`src/ucpsm_pkg.sv`:
```
// constants, types and register map of the usb clock and power state manager
// assumes a single 100 MHz clock and a plain word-wide register port
package ucpsm_pkg;

    // clock rate
    localparam int CLK_MHZ             = 100;

    // timing figures in their own units
    localparam int PRECHARGE_US        = 200;     // usb pll loop precharge
    localparam int USB_PLL_RESTART_US  = 35;      // usb pll restart
    localparam int XTAL_RESTART_MS     = 10;      // crystal restart
    localparam int SETTLE_NS           = 40;      // quiet time around a mux switch

    // derived cycle counts
    localparam int PRECHARGE_CYC       = PRECHARGE_US * CLK_MHZ;
    localparam int USB_PLL_RESTART_CYC = USB_PLL_RESTART_US * CLK_MHZ;
    localparam int XTAL_RESTART_CYC    = XTAL_RESTART_MS * 1000 * CLK_MHZ;
    localparam int SETTLE_CYC          = (SETTLE_NS * CLK_MHZ + 999) / 1000;
    localparam int CNT_W               = 20;

    // register port
    localparam int ADDR_W              = 8;
    localparam int DATA_W              = 32;
    localparam logic [ADDR_W-1:0] CTRL_OFS      = 8'h00;
    localparam logic [ADDR_W-1:0] WAKE_CFG_OFS  = 8'h04;
    localparam logic [ADDR_W-1:0] WAKE_EN_OFS   = 8'h08;
    localparam logic [ADDR_W-1:0] WAKE_STAT_OFS = 8'h0C;
    localparam logic [ADDR_W-1:0] STATUS_OFS    = 8'h10;

    // control register bits
    localparam int CTRL_USB_EN         = 0;       // controller enabled
    localparam int CTRL_LPM_PLL_STOP   = 1;       // stop usb pll in lpm sleep
    localparam int CTRL_XTAL_KEEP      = 2;       // keep crystal on when off

    // wake lines: 0 bus power, 1 minus line, 2 plus line
    localparam int NLINE               = 3;
    localparam int LINE_VBUS           = 0;
    localparam int LINE_DM             = 1;
    localparam int LINE_DP             = 2;
    localparam int FIELD_LSB [NLINE]   = '{12, 8, 4};
    localparam int CFG_W               = 16;
    localparam logic [CFG_W-1:0] WAKE_CFG_RST = 16'h0000;

    // detection codes
    localparam logic [3:0] DET_RISE    = 4'h8;
    localparam logic [3:0] DET_FALL    = 4'h9;
    localparam logic [3:0] DET_TOGGLE  = 4'hA;
    localparam logic [3:0] DET_HIGH    = 4'hB;
    localparam logic [3:0] DET_LOW     = 4'hC;

    // usb pll divider settings
    localparam logic [5:0] PLL_N_PRECHARGE = 6'h3F;
    localparam logic [5:0] PLL_N_TARGET    = 6'h0F;
    localparam logic [1:0] PLL_M_VALUE     = 2'h2;
    localparam logic [5:0] PLL_N_RST       = 6'h0F;

    // link power states
    typedef enum logic [1:0] {LINK_L0, LINK_L1, LINK_L2, LINK_L3} ucpsm_link_t;

    // clock sequencer states
    typedef enum logic [3:0] {
        SEQ_IDLE, SEQ_XTAL, SEQ_SYSTEM_PLL, SEQ_SYS32, SEQ_PRECH, SEQ_ULOCK,
        SEQ_GATE, SEQ_ON, SEQ_UNGATE, SEQ_SYS16, SEQ_PLLOFF
    } ucpsm_seq_t;

    // clock control outputs travelling together
    typedef struct packed {
        logic       xtal_en;        // high frequency crystal enable
        logic       sys_pll_en;     // system pll enable
        logic       sys_sel_32;     // 1: system clock 32 MHz, 0: 16 MHz
        logic       usb_pll_en;     // usb pll enable
        logic [5:0] usb_pll_n;      // usb pll n divider
        logic [1:0] usb_pll_m;      // usb pll m divider
        logic       ctl_clk_en;     // controller clock gate
        logic       phy_clk_en;     // phy clock gate
    } ucpsm_clk_t;

endpackage : ucpsm_pkg

```
`src/ucpsm_top.sv`:
```
// usb clock and power state manager: wake detector, link state tracking,
// and the sequencer that raises and lowers the usb and system clocks
// assumes glitch-free clock gate and mux cells downstream, analog lock
// flags on asynchronous pins, and controller event pulses on mclk
`timescale 1ns/1ps
module ucpsm_top #(
    parameter int PRECHARGE_CYCLES = ucpsm_pkg::PRECHARGE_CYC,
    parameter int XTAL_CYCLES      = ucpsm_pkg::XTAL_RESTART_CYC
) (
    input  wire logic                          mclk,
    input  wire logic                          resetn,
    input  wire logic [ucpsm_pkg::ADDR_W-1:0]  reg_addr,
    input  wire logic [ucpsm_pkg::DATA_W-1:0]  reg_wdata,
    input  wire logic                          reg_wr,
    input  wire logic                          reg_rd,
    output      logic [ucpsm_pkg::DATA_W-1:0]  reg_rdata,
    input  wire logic                          bus_power_sense,
    input  wire logic                          line_dp,
    input  wire logic                          line_dm,
    input  wire logic                          sys_pll_lock,
    input  wire logic                          usb_pll_lock,
    input  wire logic                          ctl_suspend_evt,
    input  wire logic                          link_power_ack_flag,
    output      logic                          wake_irq,
    output      ucpsm_pkg::ucpsm_clk_t         clk_ctl
);

    localparam int NSYNC = ucpsm_pkg::NLINE + 2;  // wake lines plus two lock flags
    localparam int CNT_W = ucpsm_pkg::CNT_W;      // wait counter width for casts

    // pins gathered for the synchroniser loop
    logic [NSYNC-1:0]             pin_in;
    logic [NSYNC-1:0]             sync1_r;       // first stage, read only by sync2
    logic [NSYNC-1:0]             sync2_r;       // second stage
    logic [NSYNC-1:0]             sync3_r;       // third stage
    logic [NSYNC-1:0]             stable_r;      // accepted level
    logic [NSYNC-1:0]             changed;       // accepted level changes now

    // registers
    logic [2:0]                   ctrl_r;        // control bits
    logic [ucpsm_pkg::CFG_W-1:0]  wake_cfg_r;    // detection codes
    logic [ucpsm_pkg::NLINE-1:0]  wake_en_r;     // per line enables
    logic [ucpsm_pkg::NLINE-1:0]  wake_stat_r;   // sticky detections
    logic [ucpsm_pkg::NLINE-1:0]  det_fire;      // enabled detection this cycle

    // state
    ucpsm_pkg::ucpsm_link_t       link_r;        // link power state
    ucpsm_pkg::ucpsm_seq_t        seq_r;         // clock sequencer
    logic [ucpsm_pkg::CNT_W-1:0]  cnt_r;         // sequencer wait counter
    logic                         lpm_off_r;     // shutdown was the lpm variant
    logic                         want_on;       // usb clocks wanted
    logic                         conn_evt;      // connection detected
    logic                         disc_evt;      // disconnection detected
    logic                         resume_evt;    // resume or bus reset detected

    assign pin_in = {usb_pll_lock, sys_pll_lock, line_dp, line_dm, bus_power_sense};

    // three stage synchroniser, level taken once stages two and three agree
    genvar gi;
    generate
        for (gi = 0; gi < NSYNC; gi++)
        begin : g_sync
            always_ff @(posedge mclk or negedge resetn)
            begin
                if (!resetn)
                begin
                    sync1_r[gi]  <= 1'b0;
                    sync2_r[gi]  <= 1'b0;
                    sync3_r[gi]  <= 1'b0;
                    stable_r[gi] <= 1'b0;
                end
                else
                begin
                    sync1_r[gi] <= pin_in[gi];
                    sync2_r[gi] <= sync1_r[gi];
                    sync3_r[gi] <= sync2_r[gi];
                    if (sync2_r[gi] == sync3_r[gi])
                        stable_r[gi] <= sync3_r[gi];
                end
            end
            assign changed[gi] = (sync2_r[gi] == sync3_r[gi]) && (sync3_r[gi] != stable_r[gi]);
        end
    endgenerate

    // per line detector, code chosen by its config field
    generate
        for (gi = 0; gi < ucpsm_pkg::NLINE; gi++)
        begin : g_det
            logic [3:0] code;   // this line's detection code
            logic       hit;    // detection condition met
            assign code = wake_cfg_r[ucpsm_pkg::FIELD_LSB[gi] +: 4];
            always_comb
            begin
                unique case (code)
                    ucpsm_pkg::DET_RISE:   hit = changed[gi] && sync3_r[gi];
                    ucpsm_pkg::DET_FALL:   hit = changed[gi] && !sync3_r[gi];
                    ucpsm_pkg::DET_TOGGLE: hit = changed[gi];
                    ucpsm_pkg::DET_HIGH:   hit = stable_r[gi];
                    ucpsm_pkg::DET_LOW:    hit = !stable_r[gi];
                    default:               hit = 1'b0;
                endcase
            end
            assign det_fire[gi] = hit && wake_en_r[gi];
        end
    endgenerate

    // events that drive the link state
    assign conn_evt   = det_fire[ucpsm_pkg::LINE_VBUS] && stable_r[ucpsm_pkg::LINE_VBUS];
    assign disc_evt   = det_fire[ucpsm_pkg::LINE_VBUS] && !stable_r[ucpsm_pkg::LINE_VBUS];
    assign resume_evt = det_fire[ucpsm_pkg::LINE_DP] || det_fire[ucpsm_pkg::LINE_DM];

    // control register, reset with controller disabled
    always_ff @(posedge mclk or negedge resetn)
    begin
        if (!resetn)
            ctrl_r <= 3'h0;
        else if (reg_wr && reg_addr == ucpsm_pkg::CTRL_OFS)
            ctrl_r <= reg_wdata[2:0];
    end

    // wake configuration and enables
    always_ff @(posedge mclk or negedge resetn)
    begin
        if (!resetn)
        begin
            wake_cfg_r <= ucpsm_pkg::WAKE_CFG_RST;
            wake_en_r  <= '0;
        end
        else if (reg_wr)
        begin
            if (reg_addr == ucpsm_pkg::WAKE_CFG_OFS)
                wake_cfg_r <= reg_wdata[ucpsm_pkg::CFG_W-1:0];
            if (reg_addr == ucpsm_pkg::WAKE_EN_OFS)
                wake_en_r <= reg_wdata[ucpsm_pkg::NLINE-1:0];
        end
    end

    // sticky wake status, write one clears, a new detection wins
    always_ff @(posedge mclk or negedge resetn)
    begin
        if (!resetn)
            wake_stat_r <= '0;
        else if (reg_wr && reg_addr == ucpsm_pkg::WAKE_STAT_OFS)
            wake_stat_r <= (wake_stat_r & ~reg_wdata[ucpsm_pkg::NLINE-1:0]) | det_fire;
        else
            wake_stat_r <= wake_stat_r | det_fire;
    end

    // single wake interrupt from any recorded detection
    always_ff @(posedge mclk or negedge resetn)
    begin
        if (!resetn)
            wake_irq <= 1'b0;
        else
            wake_irq <= |(wake_stat_r | det_fire);
    end

    // link power state tracking
    always_ff @(posedge mclk or negedge resetn)
    begin
        if (!resetn)
            link_r <= ucpsm_pkg::LINK_L3;
        else
        begin
            unique case (link_r)
                ucpsm_pkg::LINK_L3:
                    // connection only counts with the controller enabled
                    if (conn_evt && ctrl_r[ucpsm_pkg::CTRL_USB_EN])
                        link_r <= ucpsm_pkg::LINK_L0;
                ucpsm_pkg::LINK_L0:
                begin
                    // disconnect first, then suspend, then lpm; toggles ignored
                    if (disc_evt)
                        link_r <= ucpsm_pkg::LINK_L3;
                    else if (ctl_suspend_evt)
                        link_r <= ucpsm_pkg::LINK_L2;
                    else if (link_power_ack_flag)
                        link_r <= ucpsm_pkg::LINK_L1;
                end
                ucpsm_pkg::LINK_L1,
                ucpsm_pkg::LINK_L2:
                begin
                    // both sleep states answer the same wake events
                    if (disc_evt)
                        link_r <= ucpsm_pkg::LINK_L3;
                    else if (resume_evt)
                        link_r <= ucpsm_pkg::LINK_L0;
                end
            endcase
        end
    end

    // usb clocks wanted only in L0
    assign want_on = (link_r == ucpsm_pkg::LINK_L0);

    // clock sequencer: one step at a time, a settle gap around each switch
    always_ff @(posedge mclk or negedge resetn)
    begin
        if (!resetn)
        begin
            seq_r     <= ucpsm_pkg::SEQ_IDLE;
            cnt_r     <= '0;
            lpm_off_r <= 1'b0;
            clk_ctl   <= '{xtal_en: 1'b0, sys_pll_en: 1'b0, sys_sel_32: 1'b0,
                           usb_pll_en: 1'b0, usb_pll_n: ucpsm_pkg::PLL_N_RST,
                           usb_pll_m: ucpsm_pkg::PLL_M_VALUE,
                           ctl_clk_en: 1'b0, phy_clk_en: 1'b0};
        end
        else
        begin
            unique case (seq_r)
                ucpsm_pkg::SEQ_IDLE:
                begin
                    // clocks off; start up on demand
                    if (want_on)
                    begin
                        clk_ctl.xtal_en <= 1'b1;
                        cnt_r           <= '0;
                        seq_r           <= clk_ctl.xtal_en ? ucpsm_pkg::SEQ_SYSTEM_PLL
                                                           : ucpsm_pkg::SEQ_XTAL;
                    end
                    else if (link_r == ucpsm_pkg::LINK_L3)
                    begin
                        // unplugged after lpm sleep: drop what the lpm variant kept
                        clk_ctl.usb_pll_en <= 1'b0;
                        clk_ctl.xtal_en    <= ctrl_r[ucpsm_pkg::CTRL_XTAL_KEEP];
                    end
                end
                ucpsm_pkg::SEQ_XTAL:
                begin
                    // crystal restart wait
                    if (cnt_r >= CNT_W'(XTAL_CYCLES - 1))
                        seq_r <= ucpsm_pkg::SEQ_SYSTEM_PLL;
                    else
                        cnt_r <= cnt_r + 1'b1;
                end
                ucpsm_pkg::SEQ_SYSTEM_PLL:
                begin
                    // system pll up and locked before switching
                    clk_ctl.sys_pll_en <= 1'b1;
                    cnt_r              <= '0;
                    if (clk_ctl.sys_pll_en && stable_r[ucpsm_pkg::NLINE])
                        seq_r <= ucpsm_pkg::SEQ_SYS32;
                end
                ucpsm_pkg::SEQ_SYS32:
                begin
                    // system to 32 MHz ahead of any usb pll start
                    clk_ctl.sys_sel_32 <= 1'b1;
                    if (cnt_r >= CNT_W'(ucpsm_pkg::SETTLE_CYC))
                    begin
                        cnt_r <= '0;
                        // usb pll kept running through lpm skips precharge and goes to the lock wait
                        if (clk_ctl.usb_pll_en)
                            seq_r <= ucpsm_pkg::SEQ_ULOCK;
                        else
                            seq_r <= ucpsm_pkg::SEQ_PRECH;
                    end
                    else
                        cnt_r <= cnt_r + 1'b1;
                end
                ucpsm_pkg::SEQ_PRECH:
                begin
                    // loop precharge with the wide divider
                    clk_ctl.usb_pll_en <= 1'b1;
                    clk_ctl.usb_pll_n  <= ucpsm_pkg::PLL_N_PRECHARGE;
                    clk_ctl.usb_pll_m  <= ucpsm_pkg::PLL_M_VALUE;
                    if (cnt_r >= CNT_W'(PRECHARGE_CYCLES - 1))
                    begin
                        cnt_r <= '0;
                        seq_r <= ucpsm_pkg::SEQ_ULOCK;
                    end
                    else
                        cnt_r <= cnt_r + 1'b1;
                end
                ucpsm_pkg::SEQ_ULOCK:
                begin
                    // target ratio, at least the restart time, then lock
                    clk_ctl.usb_pll_n <= ucpsm_pkg::PLL_N_TARGET;
                    if (cnt_r < CNT_W'(ucpsm_pkg::USB_PLL_RESTART_CYC))
                        cnt_r <= cnt_r + 1'b1;
                    else if (stable_r[ucpsm_pkg::NLINE + 1])
                    begin
                        cnt_r <= '0;
                        seq_r <= ucpsm_pkg::SEQ_GATE;
                    end
                end
                ucpsm_pkg::SEQ_GATE:
                begin
                    // both usb clocks ungated only on stable sources
                    clk_ctl.ctl_clk_en <= 1'b1;
                    clk_ctl.phy_clk_en <= 1'b1;
                    lpm_off_r          <= 1'b0;
                    seq_r              <= ucpsm_pkg::SEQ_ON;
                end
                ucpsm_pkg::SEQ_ON:
                begin
                    // running; leave when the link drops out of L0
                    if (!want_on)
                    begin
                        lpm_off_r <= (link_r == ucpsm_pkg::LINK_L1);
                        cnt_r     <= '0;
                        seq_r     <= ucpsm_pkg::SEQ_UNGATE;
                    end
                end
                ucpsm_pkg::SEQ_UNGATE:
                begin
                    // gate usb clocks before touching any source
                    clk_ctl.ctl_clk_en <= 1'b0;
                    clk_ctl.phy_clk_en <= 1'b0;
                    if (cnt_r >= CNT_W'(ucpsm_pkg::SETTLE_CYC))
                    begin
                        cnt_r <= '0;
                        seq_r <= ucpsm_pkg::SEQ_SYS16;
                    end
                    else
                        cnt_r <= cnt_r + 1'b1;
                end
                ucpsm_pkg::SEQ_SYS16:
                begin
                    // system back to 16 MHz before the plls stop
                    clk_ctl.sys_sel_32 <= 1'b0;
                    if (cnt_r >= CNT_W'(ucpsm_pkg::SETTLE_CYC))
                    begin
                        cnt_r <= '0;
                        seq_r <= ucpsm_pkg::SEQ_PLLOFF;
                    end
                    else
                        cnt_r <= cnt_r + 1'b1;
                end
                ucpsm_pkg::SEQ_PLLOFF:
                begin
                    // full shutdown, or lpm variant keeping the crystal
                    clk_ctl.sys_pll_en <= 1'b0;
                    if (!lpm_off_r || ctrl_r[ucpsm_pkg::CTRL_LPM_PLL_STOP])
                        clk_ctl.usb_pll_en <= 1'b0;
                    clk_ctl.xtal_en <= lpm_off_r || ctrl_r[ucpsm_pkg::CTRL_XTAL_KEEP];
                    seq_r           <= ucpsm_pkg::SEQ_IDLE;
                end
                default:
                    seq_r <= ucpsm_pkg::SEQ_IDLE;
            endcase
        end
    end

    // read data one cycle after the read strobe, zero otherwise
    always_ff @(posedge mclk or negedge resetn)
    begin
        if (!resetn)
            reg_rdata <= '0;
        else if (reg_rd)
        begin
            unique case (reg_addr)
                ucpsm_pkg::CTRL_OFS:      reg_rdata <= {29'h0, ctrl_r};
                ucpsm_pkg::WAKE_CFG_OFS:  reg_rdata <= {16'h0, wake_cfg_r};
                ucpsm_pkg::WAKE_EN_OFS:   reg_rdata <= {29'h0, wake_en_r};
                ucpsm_pkg::WAKE_STAT_OFS: reg_rdata <= {29'h0, wake_stat_r};
                ucpsm_pkg::STATUS_OFS:    reg_rdata <= {24'h0, stable_r[NSYNC-1],
                                                        clk_ctl.usb_pll_en,
                                                        clk_ctl.sys_sel_32,
                                                        seq_r != ucpsm_pkg::SEQ_IDLE &&
                                                        seq_r != ucpsm_pkg::SEQ_ON,
                                                        clk_ctl.ctl_clk_en,
                                                        clk_ctl.xtal_en,
                                                        2'(link_r)};
                default:                  reg_rdata <= '0;
            endcase
        end
        else
            reg_rdata <= '0;
    end

endmodule : ucpsm_top

```
`config.mk`:
```
export PLATFORM = sky130hd
export DESIGN_NAME = ucpsm_top
export DESIGN_NICKNAME = d
export VERILOG_FILES = /design/src/ucpsm_pkg.sv /design/src/ucpsm_top.sv
export SDC_FILE = /design/constraint.sdc
export NUM_CORES = 1
export LEC_CHECK = 0
export ABC_AREA = 1
export BUFFER_PORTS_ARGS = -buffer_cell sky130_fd_sc_hd__buf_4
export CAP_MARGIN = 10
export CORE_ASPECT_RATIO = 0.75
export CORE_MARGIN = 5
export CORE_UTILIZATION = 30
export CTS_CLUSTER_DIAMETER = 120
export DETAILED_ROUTE_END_ITERATION = 10
export GPL_TIMING_DRIVEN = 0
export PLACE_DENSITY_LB_ADDON = 0.1
export SLEW_MARGIN = 25
export SYNTH_ARGS = -nofsm -noshare
export SYNTH_HDL_FRONTEND = slang
export SYNTH_SLANG_ARGS = --single-unit
export TNS_END_PERCENT = 50
```
`constraint.sdc`:
```
create_clock -name mclk -period 1.77 [get_ports mclk]
set_input_delay 0.2655 -clock mclk [delete_from_list [all_inputs] [get_ports mclk]]
set_output_delay 0.2655 -clock mclk [all_outputs]
set_load 0.005 [all_outputs]
```
After elaboration in Yosys (flattened, before gate mapping)
Cells that the tools add are included.
{"block": "totals", "reg_bits": 117, "inputBits": 51, "output_inout_bits": 47, "elab_cells": 205}
{"block": "classes", "addsub": 1, "order_cmp": 4, "eq_ne": 60, "muxes": 47, "bitwise_logic": 4, "reduce_logical": 52}
{"op": "20-bit two-way mux", "count": 7}
{"op": "20-bit one-hot mux with 7 select lines", "count": 1}
{"op": "16-bit one-hot mux with 5 select lines", "count": 1}
{"op": "4-bit equality test (second input constant)", "count": 18}
{"op": "4-bit two-way mux", "count": 10}
{"op": "4-bit one-hot mux with 10 select lines", "count": 1}
{"op": "32-bit two-way mux", "count": 1}
{"op": "2-bit != test (second input constant)", "count": 15}
{"op": "20-bit by 1-bit adder with 20-bit output (second input constant)", "count": 1}
{"op": "20-bit by 15-bit greater-or-equal comparator with 1-bit output (second input constant)", "count": 1}
{"op": "20-bit greater-or-equal comparator (second input constant)", "count": 1}
{"op": "20-bit by 3-bit greater-or-equal comparator with 1-bit output (second input constant)", "count": 1}
{"op": "20-bit by 12-bit less-than comparator with 1-bit output (second input constant)", "count": 1}
{"op": "1-bit logical AND", "count": 19}
{"op": "4-bit by 3-bit equality test with 1-bit output (second input constant)", "count": 4}
{"op": "8-bit by 4-bit equality test with 1-bit output (second input constant)", "count": 2}
{"op": "1-bit one-hot mux with 5 select lines", "count": 3}
{"op": "2-bit two-way mux", "count": 7}
{"op": "6-bit one-hot mux with 2 select lines", "count": 1}
{"op": "2-bit nonzero test", "count": 6}
{"op": "10-bit AND reduction", "count": 1}
{"op": "3-bit != test (second input constant)", "count": 3}
{"op": "4-bit by 2-bit equality test with 1-bit output (second input constant)", "count": 2}
{"op": "8-bit by 3-bit equality test with 1-bit output (second input constant)", "count": 1}
{"op": "30 further kinds", "count": 60}

Depth between registers and ports, before layout
Gate-level depths: netlist (run 1).
{"block": "logic_depth", "ltp_word": 9, "ltp_mapped": 14, "ltp_nobuf": 14}

Worst setup path before layout (run 1)
OpenSTA, ideal clock, no wires.
{"block": "synth_timing", "path_kind": "reg-to-reg", "from": "register cnt_r[1] in the netlist's numbering", "to": "register cnt_r[11] in the netlist's numbering", "setup_ns": 0.118, "arrival_ns": 1.591, "required_time_ns": 1.652, "setup_slack_ns": 0.061, "stages_incl_launch_ff": 14, "path_buffers": 1, "synth_period_minus_slack_ns": 1.709, "path_cell_list": "dfrtp_1 -> ha_1 -> inv_1 -> nor2_2 -> nand2_1 -> nand4_1 -> nand2_1 -> nand3_1 -> nand3_1 -> nand2_2 -> nand2_2 -> buf_6 -> nand3b_1 -> nand2_1"}
{"block": "synth_between", "elab_chain_cells": 3, "elab_cells_between_ends": 13, "cone_classes": "add/sub (1); order compare (4); eq/ne (2); mux (5); reduce/logical (1)"}
{"element": "from (decl)", "line_no": "ucpsm_top.sv:49", "text": "logic [ucpsm_pkg::CNT_W-1:0] cnt_r;"}
{"element": "from (signal assigned)", "line_no": "ucpsm_top.sv:235", "text": "cnt_r <= cnt_r + 1'b1;"}
{"element": "from (signal assigned)", "line_no": "ucpsm_top.sv:259", "text": "cnt_r <= cnt_r + 1'b1;"}
{"element": "from (signal assigned)", "line_no": "ucpsm_top.sv:273", "text": "cnt_r <= cnt_r + 1'b1;"}
{"element": "20-bit by 1-bit adder with 20-bit output (tied with other cells)"}
{"element": "20-bit two-way mux (tied with other cells)", "line_no": "ucpsm_top.sv:249, ucpsm_top.sv:310, ucpsm_top.sv:322"}
{"element": "20-bit one-hot mux with 7 select lines or 5-bit AND reduction (tied branches)"}
Several ways; a longest one is shown, not always the timed one. The select of a mux whose other input is x is not followed.
A chain may end at the register's enable or synchronous reset.

Worst setup path after layout (run 1)
{"block": "layout_timing", "from": "register cnt_r[2] in the netlist's numbering", "to": "register cnt_r[5] in the netlist's numbering"}
The elaborated chain is that of the path after synthesis.

==> impl_metrics.csv, run 1 <==
group,metric,value,unit
clock_tree,numCtsBuffers,9,
synthesis,synthDistinctLibCells,46,
setup_path,worstSetupEndpointType,"register",
run_status,status,"finished, violations left",
flow_run,drv_cap,0,
routing,drt_iter0_drc,315,
routing,vias,4632,
sta,fin_crit,1770,ps
floorplan,fp.dieW,161,µm
setup_path,r2r_start,"cnt_r[2]",
final_layout,nNetsFinal,846,
routing,post-route-drc-count,0,
grt,grt_pass1_wl,22700,µm
setup_path,path_class,"reg2reg",
synthesis,synth_warnings,0,
floorplan,start_util,30.6,%
sta,max_freq,0.564,GHz
setup_path,critPathMaxFanout,6,
clock_tree,root_buffer,"clkbuf_16",
routing,wire_per_inst,14.2,µm
final_layout,fillers,1709,
sta,finalSetupTns,-2.65,ps
power_and_ir_drop,p_leak,0.00354,µW
synthesis,synth-edff-count,0,
final_layout,syn2layout_area_growth,35.1,%
grt,grt_max_degree,96,
synthesis,synthCells,656,
synthesis,synth-simple-area-share,30.4,%
setup_path,r2r_cells,13,
clock_tree,clk_latency,350,ps
synthesis,synth_compound_area_share,8.27,%
power_and_ir_drop,p_total,5050,µW
setup_path,critPathMaxStageDelay,470,ps
synthesis,synth_flop_cell,"dfrtp_1",
synthesis,synthMuxAreaShare,0.438,%
clock_tree,cts.sink_count,95,
synthesis,yosys.area_share.adder,1.61,%
sta,hold_viol_final,1,
synthesis,synthXorXnorAreaFrac,1.70,%
synthesis,syn_area,5140,µm²
synthesis,yosys_register_bits,95,
final_layout,drive_above_1_share,30.3,%
final_layout,antenna_cells,0,
floorplan,io_pins,98,
grt,grt.total_usage,14.5,%
floorplan,rows,41,
setup_path,cp_cell_sequence,"nand2_4, nor2_4, nand2_4, nand3_2, nand2_2, nand2_2, nand3_2, nand3_4, inv_8, buf_6, buf_6, nand3_2, o21ai_1",
final_layout,final_area,6950,µm²
sta,rsz0062_at_grt,"true",
floorplan,dieArea,19900,µm²
synthesis,yosysSeqAreaShare,46.3,%
clock_tree,cts_tree,"yes",
setup_path,cp_data_required_time,2000,ps
routing,vias_per_cell,4.59,
grt,antenna_found_initial,0,
place,place_ws,-320,ps
routing,drt_wl_total,14400,µm
clock_tree,cts-htree-levels,3,
power_and_ir_drop,vdd_drop_max,0.000453,V
setup_path,crit_slowest_cell,"dfrtp_2",
sta,worst-slew-pin-transition,870,ps
run_status,violations,"negative hold slack, negative setup slack",
routing,firstDrtPassIters,5,
place,dp_hpwl,10300,µm
sta,setup_viol,1,
setup_path,crit_top_cell,"nand3_2",
power_and_ir_drop,p_per_area,727,nW/µm²
synthesis,async_reset_ff_share,100,%
setup_path,start_kind,"register",
setup_path,r2r_slack,-3,ps
synthesis,synth_top_family_by_area,"simple AND/OR/NAND/NOR gates",
routing,antenna_left,0,
place,port-buffer-count,59,
synthesis,syn_area_per_cell,7.84,µm²
sta,worst_hold_slack,-0.282,ps
min_path,hold_class,"in2async",
floorplan,die_y,123,µm
grt,overflow,0,
clock_tree,clk_path_buf_depth,2,
floorplan,coreArea,16800,µm²
sta,drv_slew,0,
sta,timing.final.ws_setup,-2.65,ps
place,routabilityCongestion,0.859,
sta,worst_clock_skew,8.08,ps
sta,period_share,100,%
clock_tree,clk_pin_slew_worst_paths,70,ps
sta,slew_headroom,42.0,%
setup_path,worstReg2RegEnd,"cnt_r[5]",
grt,grt_pass1_vias,4360,
setup_path,cp.arrival,2000,ps
final_layout,multi_input_area,2490,µm²
place,placed_cell_area,5930,µm²
final_layout,seq_area,2400,µm²
through the flow:
| stage | std cells | util [%] | hold slack [ps] |
|---|---|---|---|
| CTS | 985 | 38.9 | 0.773 |
| finish | 1010 | 41.3 | -0.282 |
| floorplan | 676 | - | -30.1 |
| global placement | 950 | 35.2 | 334 |
| detailed placement | 950 | 35.3 | 335 |
| global route | 1010 | 41.3 | 5.68 |
report_power, final:
group          leakage [µW]  switching (µW)  internal (µW)
Clock              0.000149             889           1180
Sequential          0.00116            56.9           2260
Combinational       0.00223             357            307
Total               0.00354            1300           3750
synth_stat cells, types with 2 or more instances:
cell,n,area (µm²)
nand3_2,2,20.0
nor3_2,2,20.0
nor2_1,86,323
nand2_2,6,37.5
buf_2,6,30.0
nand3b_1,3,22.5
o21ai_1,12,60.1
buf_4,24,180
nor3_4,2,32.5
dfrtp_1,93,2330
nor2_2,5,31.3
a21oi_1,25,125
nor2_4,3,33.8
nand3_1,47,235
xor2_1,8,70.1
maj3_1,2,20.0
inv_1,73,274
buf_6,4,45.0
nor3_1,7,35.0
inv_4,2,12.5
conb_1,2,7.51
ha_1,5,62.6
xnor2_1,2,17.5
nor4_1,4,25.0
inv_2,8,30.0
nand2_1,151,567
o31ai_1,4,30.0
nand4_1,23,144
dfstp_2,2,52.6
o21ai_0,27,135
how the worst max path moves through the flow:
stage              start        end  slack (ps)
6_report        cnt_r[2]   cnt_r[5]          -3
4_1_cts        link_r[0]   cnt_r[5]         -40
3_3_place_gp    cnt_r[1]   cnt_r[8]        -360
3_5_place_dp    cnt_r[1]   cnt_r[9]        -320
5_1_grt         cnt_r[2]   cnt_r[5]         -80
2_1_floorplan   cnt_r[1]  cnt_r[11]          60
sequential cells by signal, summed over array words and instances (netlist names), 4 cells and up:
signal and count:
sync1_r 5, reg_rdata 16, sync2_r 5, sync3_r 5
stable_r 5, seq_r 4, clk_ctl 6, cnt_r 20
wake_cfg_r 16
per-layer routing:
| layer | wire [µm] | share of wire (%) | GRT usage (%) |
|---|---|---|---|
| met4 | 173 | 1.2 | 4.10 |
| met5 | 0 | 0 | 0 |
| met3 | 959 | 6.7 | 3.83 |
| met2 | 5740 | 40 | 20.2 |
| met1 | 7490 | 52 | 22.0 |
cells in the final DEF, fill, tap and decap left out, types with 8 or more instances in the layout:
cell type	instances
xor2_1	8
buf_4	117
a21oi_1	24
nor2_2	8
inv_2	15
nand3_1	44
o21ai_1	12
dfrtp_2	13
nor2_1	74
nand2_2	10
nand2_1	143
o21ai_0	27
nor2_4	12
dfrtp_1	80
inv_1	62
nand4_1	23
conb_1	22
clkbuf_16	10
final cells by class:
cell class	count	share of cell area (%)
sequential	95	34.5
timing repair buffer	103	12.4
clock inverter	5	0.900
tap	215	3.87
inverter	83	4.77
multi-input combinational	463	35.8
buffer	35	4.14
clock buffer	11	3.64
critical path: cells and delay by family (launching register included):
kind | cells | cell delay, ps
buffers and inverters | 3 | 290
flip-flops | 1 | 470
AO/OA/AOI/OAI | 1 | 60
AND/OR/NAND/NOR | 9 | 820
logic make-up (layout without fill, tap and decap cells):
logic type	Yosys count	count (layout)
simple gates	345	345
buf+inv	118	237
flops	95	95
compound gates	77	77
xor+xnor	10	10
fa+ha+maj	7	7
other cells	2	22
mux	2	2
timing repair:
action                                  4_1_cts  5_1_grt
endpoints found under the setup margin       22       27
pin swaps                                     5       18
hold buffers                                  3        0
gates resized for setup                      38       58
setup buffers                                15       24
hold endpoints to repair                      3        0
gates cloned                                  1        1
Note: power is estimated with default switching activity, not from simulation.
==> run 2, diff against run 1 <==
Settings changed: ABC_AREA 1 to default.
==> run 2 against run 1 <==
Total power rose by 74%. Highest routed layer unchanged. Area after synthesis fell by 5.2%. Combinational power rose to 6.0 times the previous value. Wire length is 3.0% lower. Cell count is 19% lower. Clock power up 5%. The run still ends with negative hold slack, negative setup slack left. Setup slack worse by 570 ps. Final area fell by 2.8%.
==> impl_metrics.csv, run 2 <==
group,metric,value,unit
run_status,status,"finished, violations left",
run_status,violations,"negative hold slack, negative setup slack",
setup_path,r2r_start,"cnt_r[18]",
routing,post-route-drc-count,0,
final_layout,nNetsFinal,659,
sta,rsz0062_at_grt,"true",
floorplan,die_y,120,µm
grt,grt_pass1_wl,22600,µm
clock_tree,cts.sink_count,95,
grt,antenna_found_initial,0,
clock_tree,clk_pin_slew_worst_paths,70,ps
setup_path,crit_family,"simple AND/OR/NAND/NOR gates",
setup_path,worstReg2RegEnd,"cnt_r[16]",
setup_path,cp.depth,7,
sta,hold_viol_final,8,
synthesis,synth_common_cells,"93 x dfrtp_1, 34 x nand2_1, 31 x nor2_1, 26 x mux2_2, 24 x buf_4",
sta,fin_crit,2350,ps
grt,grt_pass1_vias,4181,
final_layout,final_common_cell,"buf_4",
clock_tree,root_buffer,"clkbuf_16",
sta,period_share,133,%
clock_tree,numCtsBuffers,9,
sta,finalSetupTns,-11920,ps
final_layout,largest_reg_flops,20,
min_path,hold_class,"in2async",
synthesis,yosys_register_bits,95,
sta,setup_viol,37,
final_layout,syn2layout_area_growth,38.5,%
power_and_ir_drop,switchingPower,3250,µW
setup_path,path_class,"reg2reg",
synthesis,synth_flop_cell,"dfrtp_1",
routing,drt_wl_total,13900,µm
routing,firstDrtPassIters,5,
routing,vias_per_cell,5.06,
setup_path,r2r_slack,-580,ps
place,place_ws,-1110,ps
synthesis,synthCells,475,
power_and_ir_drop,pwr-share-clk,24.6,%
grt,grt_max_degree,96,
synthesis,synth.most_common_cell,"dfrtp_1",
routing,antenna_left,0,
flow_run,drv_cap,0,
setup_path,r2r_cells,7,
place,port-buffer-count,58,
place,routabilityCongestion,0.805,
sta,worst-slew-pin-transition,883,ps
setup_path,cp_cell_sequence,"or4_4, a211oi_2, o21ai_2, a21o_1, buf_6, or4_4, a21oi_2",
final_layout,drive_above_1_share,41.9,%
final_layout,largestRegisters,"cnt_r (20), reg_rdata (16), wake_cfg_r (16)",
synthesis,yosysSeqAreaShare,48.8,%
synthesis,syn_area_per_cell,10.3,µm²
power_and_ir_drop,seqPwrFrac,30.5,%
final_layout,top_register,"cnt_r",
floorplan,fp.dieW,157,µm
setup_path,cp_data_required_time,2050,ps
setup_path,crit_path_end,"cnt_r[16]",
floorplan,dieArea,18900,µm²
clock_tree,cts_tree,"yes",
power_and_ir_drop,comb_power_share,44.9,%
sta,worst_clock_skew,11.5,ps
synthesis,yosysTopAreaCell,"dfrtp_1",
setup_path,worstSetupEndpointType,"register",
final_layout,antenna_cells,0,
synthesis,async_reset_ff_share,100,%
synthesis,yosysTopAreaCellShare,47.7,%
power_and_ir_drop,vdd_drop_max,0.000534,V
routing,drt_iter0_drc,390,
sta,max_freq,0.426,GHz
synthesis,synth-edff-count,0,
synthesis,syn_area,4880,µm²
power_and_ir_drop,p_per_area,1300,nW/µm²
clock_tree,cts-htree-levels,3,
power_and_ir_drop,p_leak,0.00295,µW
sta,drv_slew,0,
sta,slew_headroom,41.1,%
power_and_ir_drop,intPower,5560,µW
grt,overflow,0,
synthesis,synth_warnings,0,
floorplan,coreArea,16000,µm²
synthesis,synth_area_leaders,"dfrtp_1 48%, mux2_2 6.0%, buf_4 3.7%, nand2_1 2.6%, nor2_1 2.4%",
routing,wire_per_inst,17.0,µm
sta,worst_hold_slack,-13.9,ps
place,placed_cell_area,5710,µm²
synthesis,synthDistinctLibCells,68,
setup_path,start_kind,"register",
floorplan,rows,40,
setup_path,critPathMaxStageDelay,580,ps
setup_path,path_buf_inv,1,
final_layout,most-common-layout-cells,"117 x buf_4, 83 x dfrtp_1, 32 x nand2_1, 27 x nor2_1, 25 x mux2_2",
clock_tree,clk_latency,350,ps
final_layout,final_area,6760,µm²
floorplan,io_pins,98,
setup_path,startpoint,"cnt_r[18]",
setup_path,cp.arrival,2620,ps
grt,grt.total_usage,15.2,%
power_and_ir_drop,swShare,36.9,%
setup_path,crit_slowest_cell,"or4_4",
clock_tree,clk_path_buf_depth,2,
setup_path,crit_top_cell,"or4_4",
place,dp_hpwl,9320,µm
floorplan,start_util,30.6,%
routing,vias,4136,
setup_path,critPathMaxFanout,6,
sta,timing.final.ws_setup,-576,ps
run 2: metal layers:
layer  vias up  wire length, µm  global-route usage (%)
li1       1962                -                       -
met5         -                0                       0
met2       111             5840                    21.2
met1      2042             7160                    22.9
met4         0              204                    4.30
met3        21              731                    3.86
run 2: kinds of logic (layout without fill, tap and decap cells):
family	count (synthesis)	in the layout	share of synthesized area (%)
AO/OA/AOI/OAI	114	114	16.6
XOR/XNOR	4	4	0.718
adder cells (fa/ha/maj)	10	10	2.31
buffers and inverters	58	171	6.54
flip-flops	95	95	48.8
multiplexers	29	29	6.62
other	2	22	0.154
AND/OR/NAND/NOR	163	163	18.3
run 2: timing repair:
item                                    in CTS  in global routing
setup buffers                               26                 16
endpoints found under the setup margin      65                 47
hold endpoints to repair                     1                  0
hold buffers                                 1                  0
cloned                                       2                  0
pin swaps                                   26                 21
resized for setup                           71                 37
run 2: how the worst min path moves through the flow:
stage                     from           to  slack (ps)  cells after the start
2_1_floorplan           resetn  clk_ctl[10]         -30                      0
3_3_place_gp        sync1_r[0]   sync2_r[0]         330                      0
3_5_place_dp        sync1_r[2]   sync2_r[2]         340                      0
4_1_cts        bus_power_sense   sync1_r[0]           6                      1
5_1_grt           sys_pll_lock   sync1_r[3]           6                      1
6_report                resetn   sync1_r[1]         -10                      1
run 2: layout make-up:
cell class	instances	area (µm²)
Multi-Input combinational cell	342	2610
Fill cell	1533	9210
Tap cell	210	263
Clock inverter	7	105
Buffer	40	309
Clock buffer	9	225
Inverter	13	53.8
Timing Repair Buffer	102	798
Sequential cell	95	2390
run 2: power by group through the flow:
stage                     Combinational (µW)  Sequential (µW)  Clock, µW
after global routing                    4250             2710       2320
after detailed placement                2500             2720          0
final                                   3960             2680       2170
after global placement                  2490             2720          0
after floorplan                         1720             2630          0
after CTS                               3510             2670       2240
run 2: metrics by stage:
stage	util (%)	total power [µW]	std cells	hold WS, ps
floorplan	-	4340	495	-30.1
global placement	35.7	5210	763	333
detailed placement	35.8	5220	763	339
CTS	40.7	8420	804	6.29
global route	42.3	9280	818	6.02
finish	42.3	8810	818	-13.9
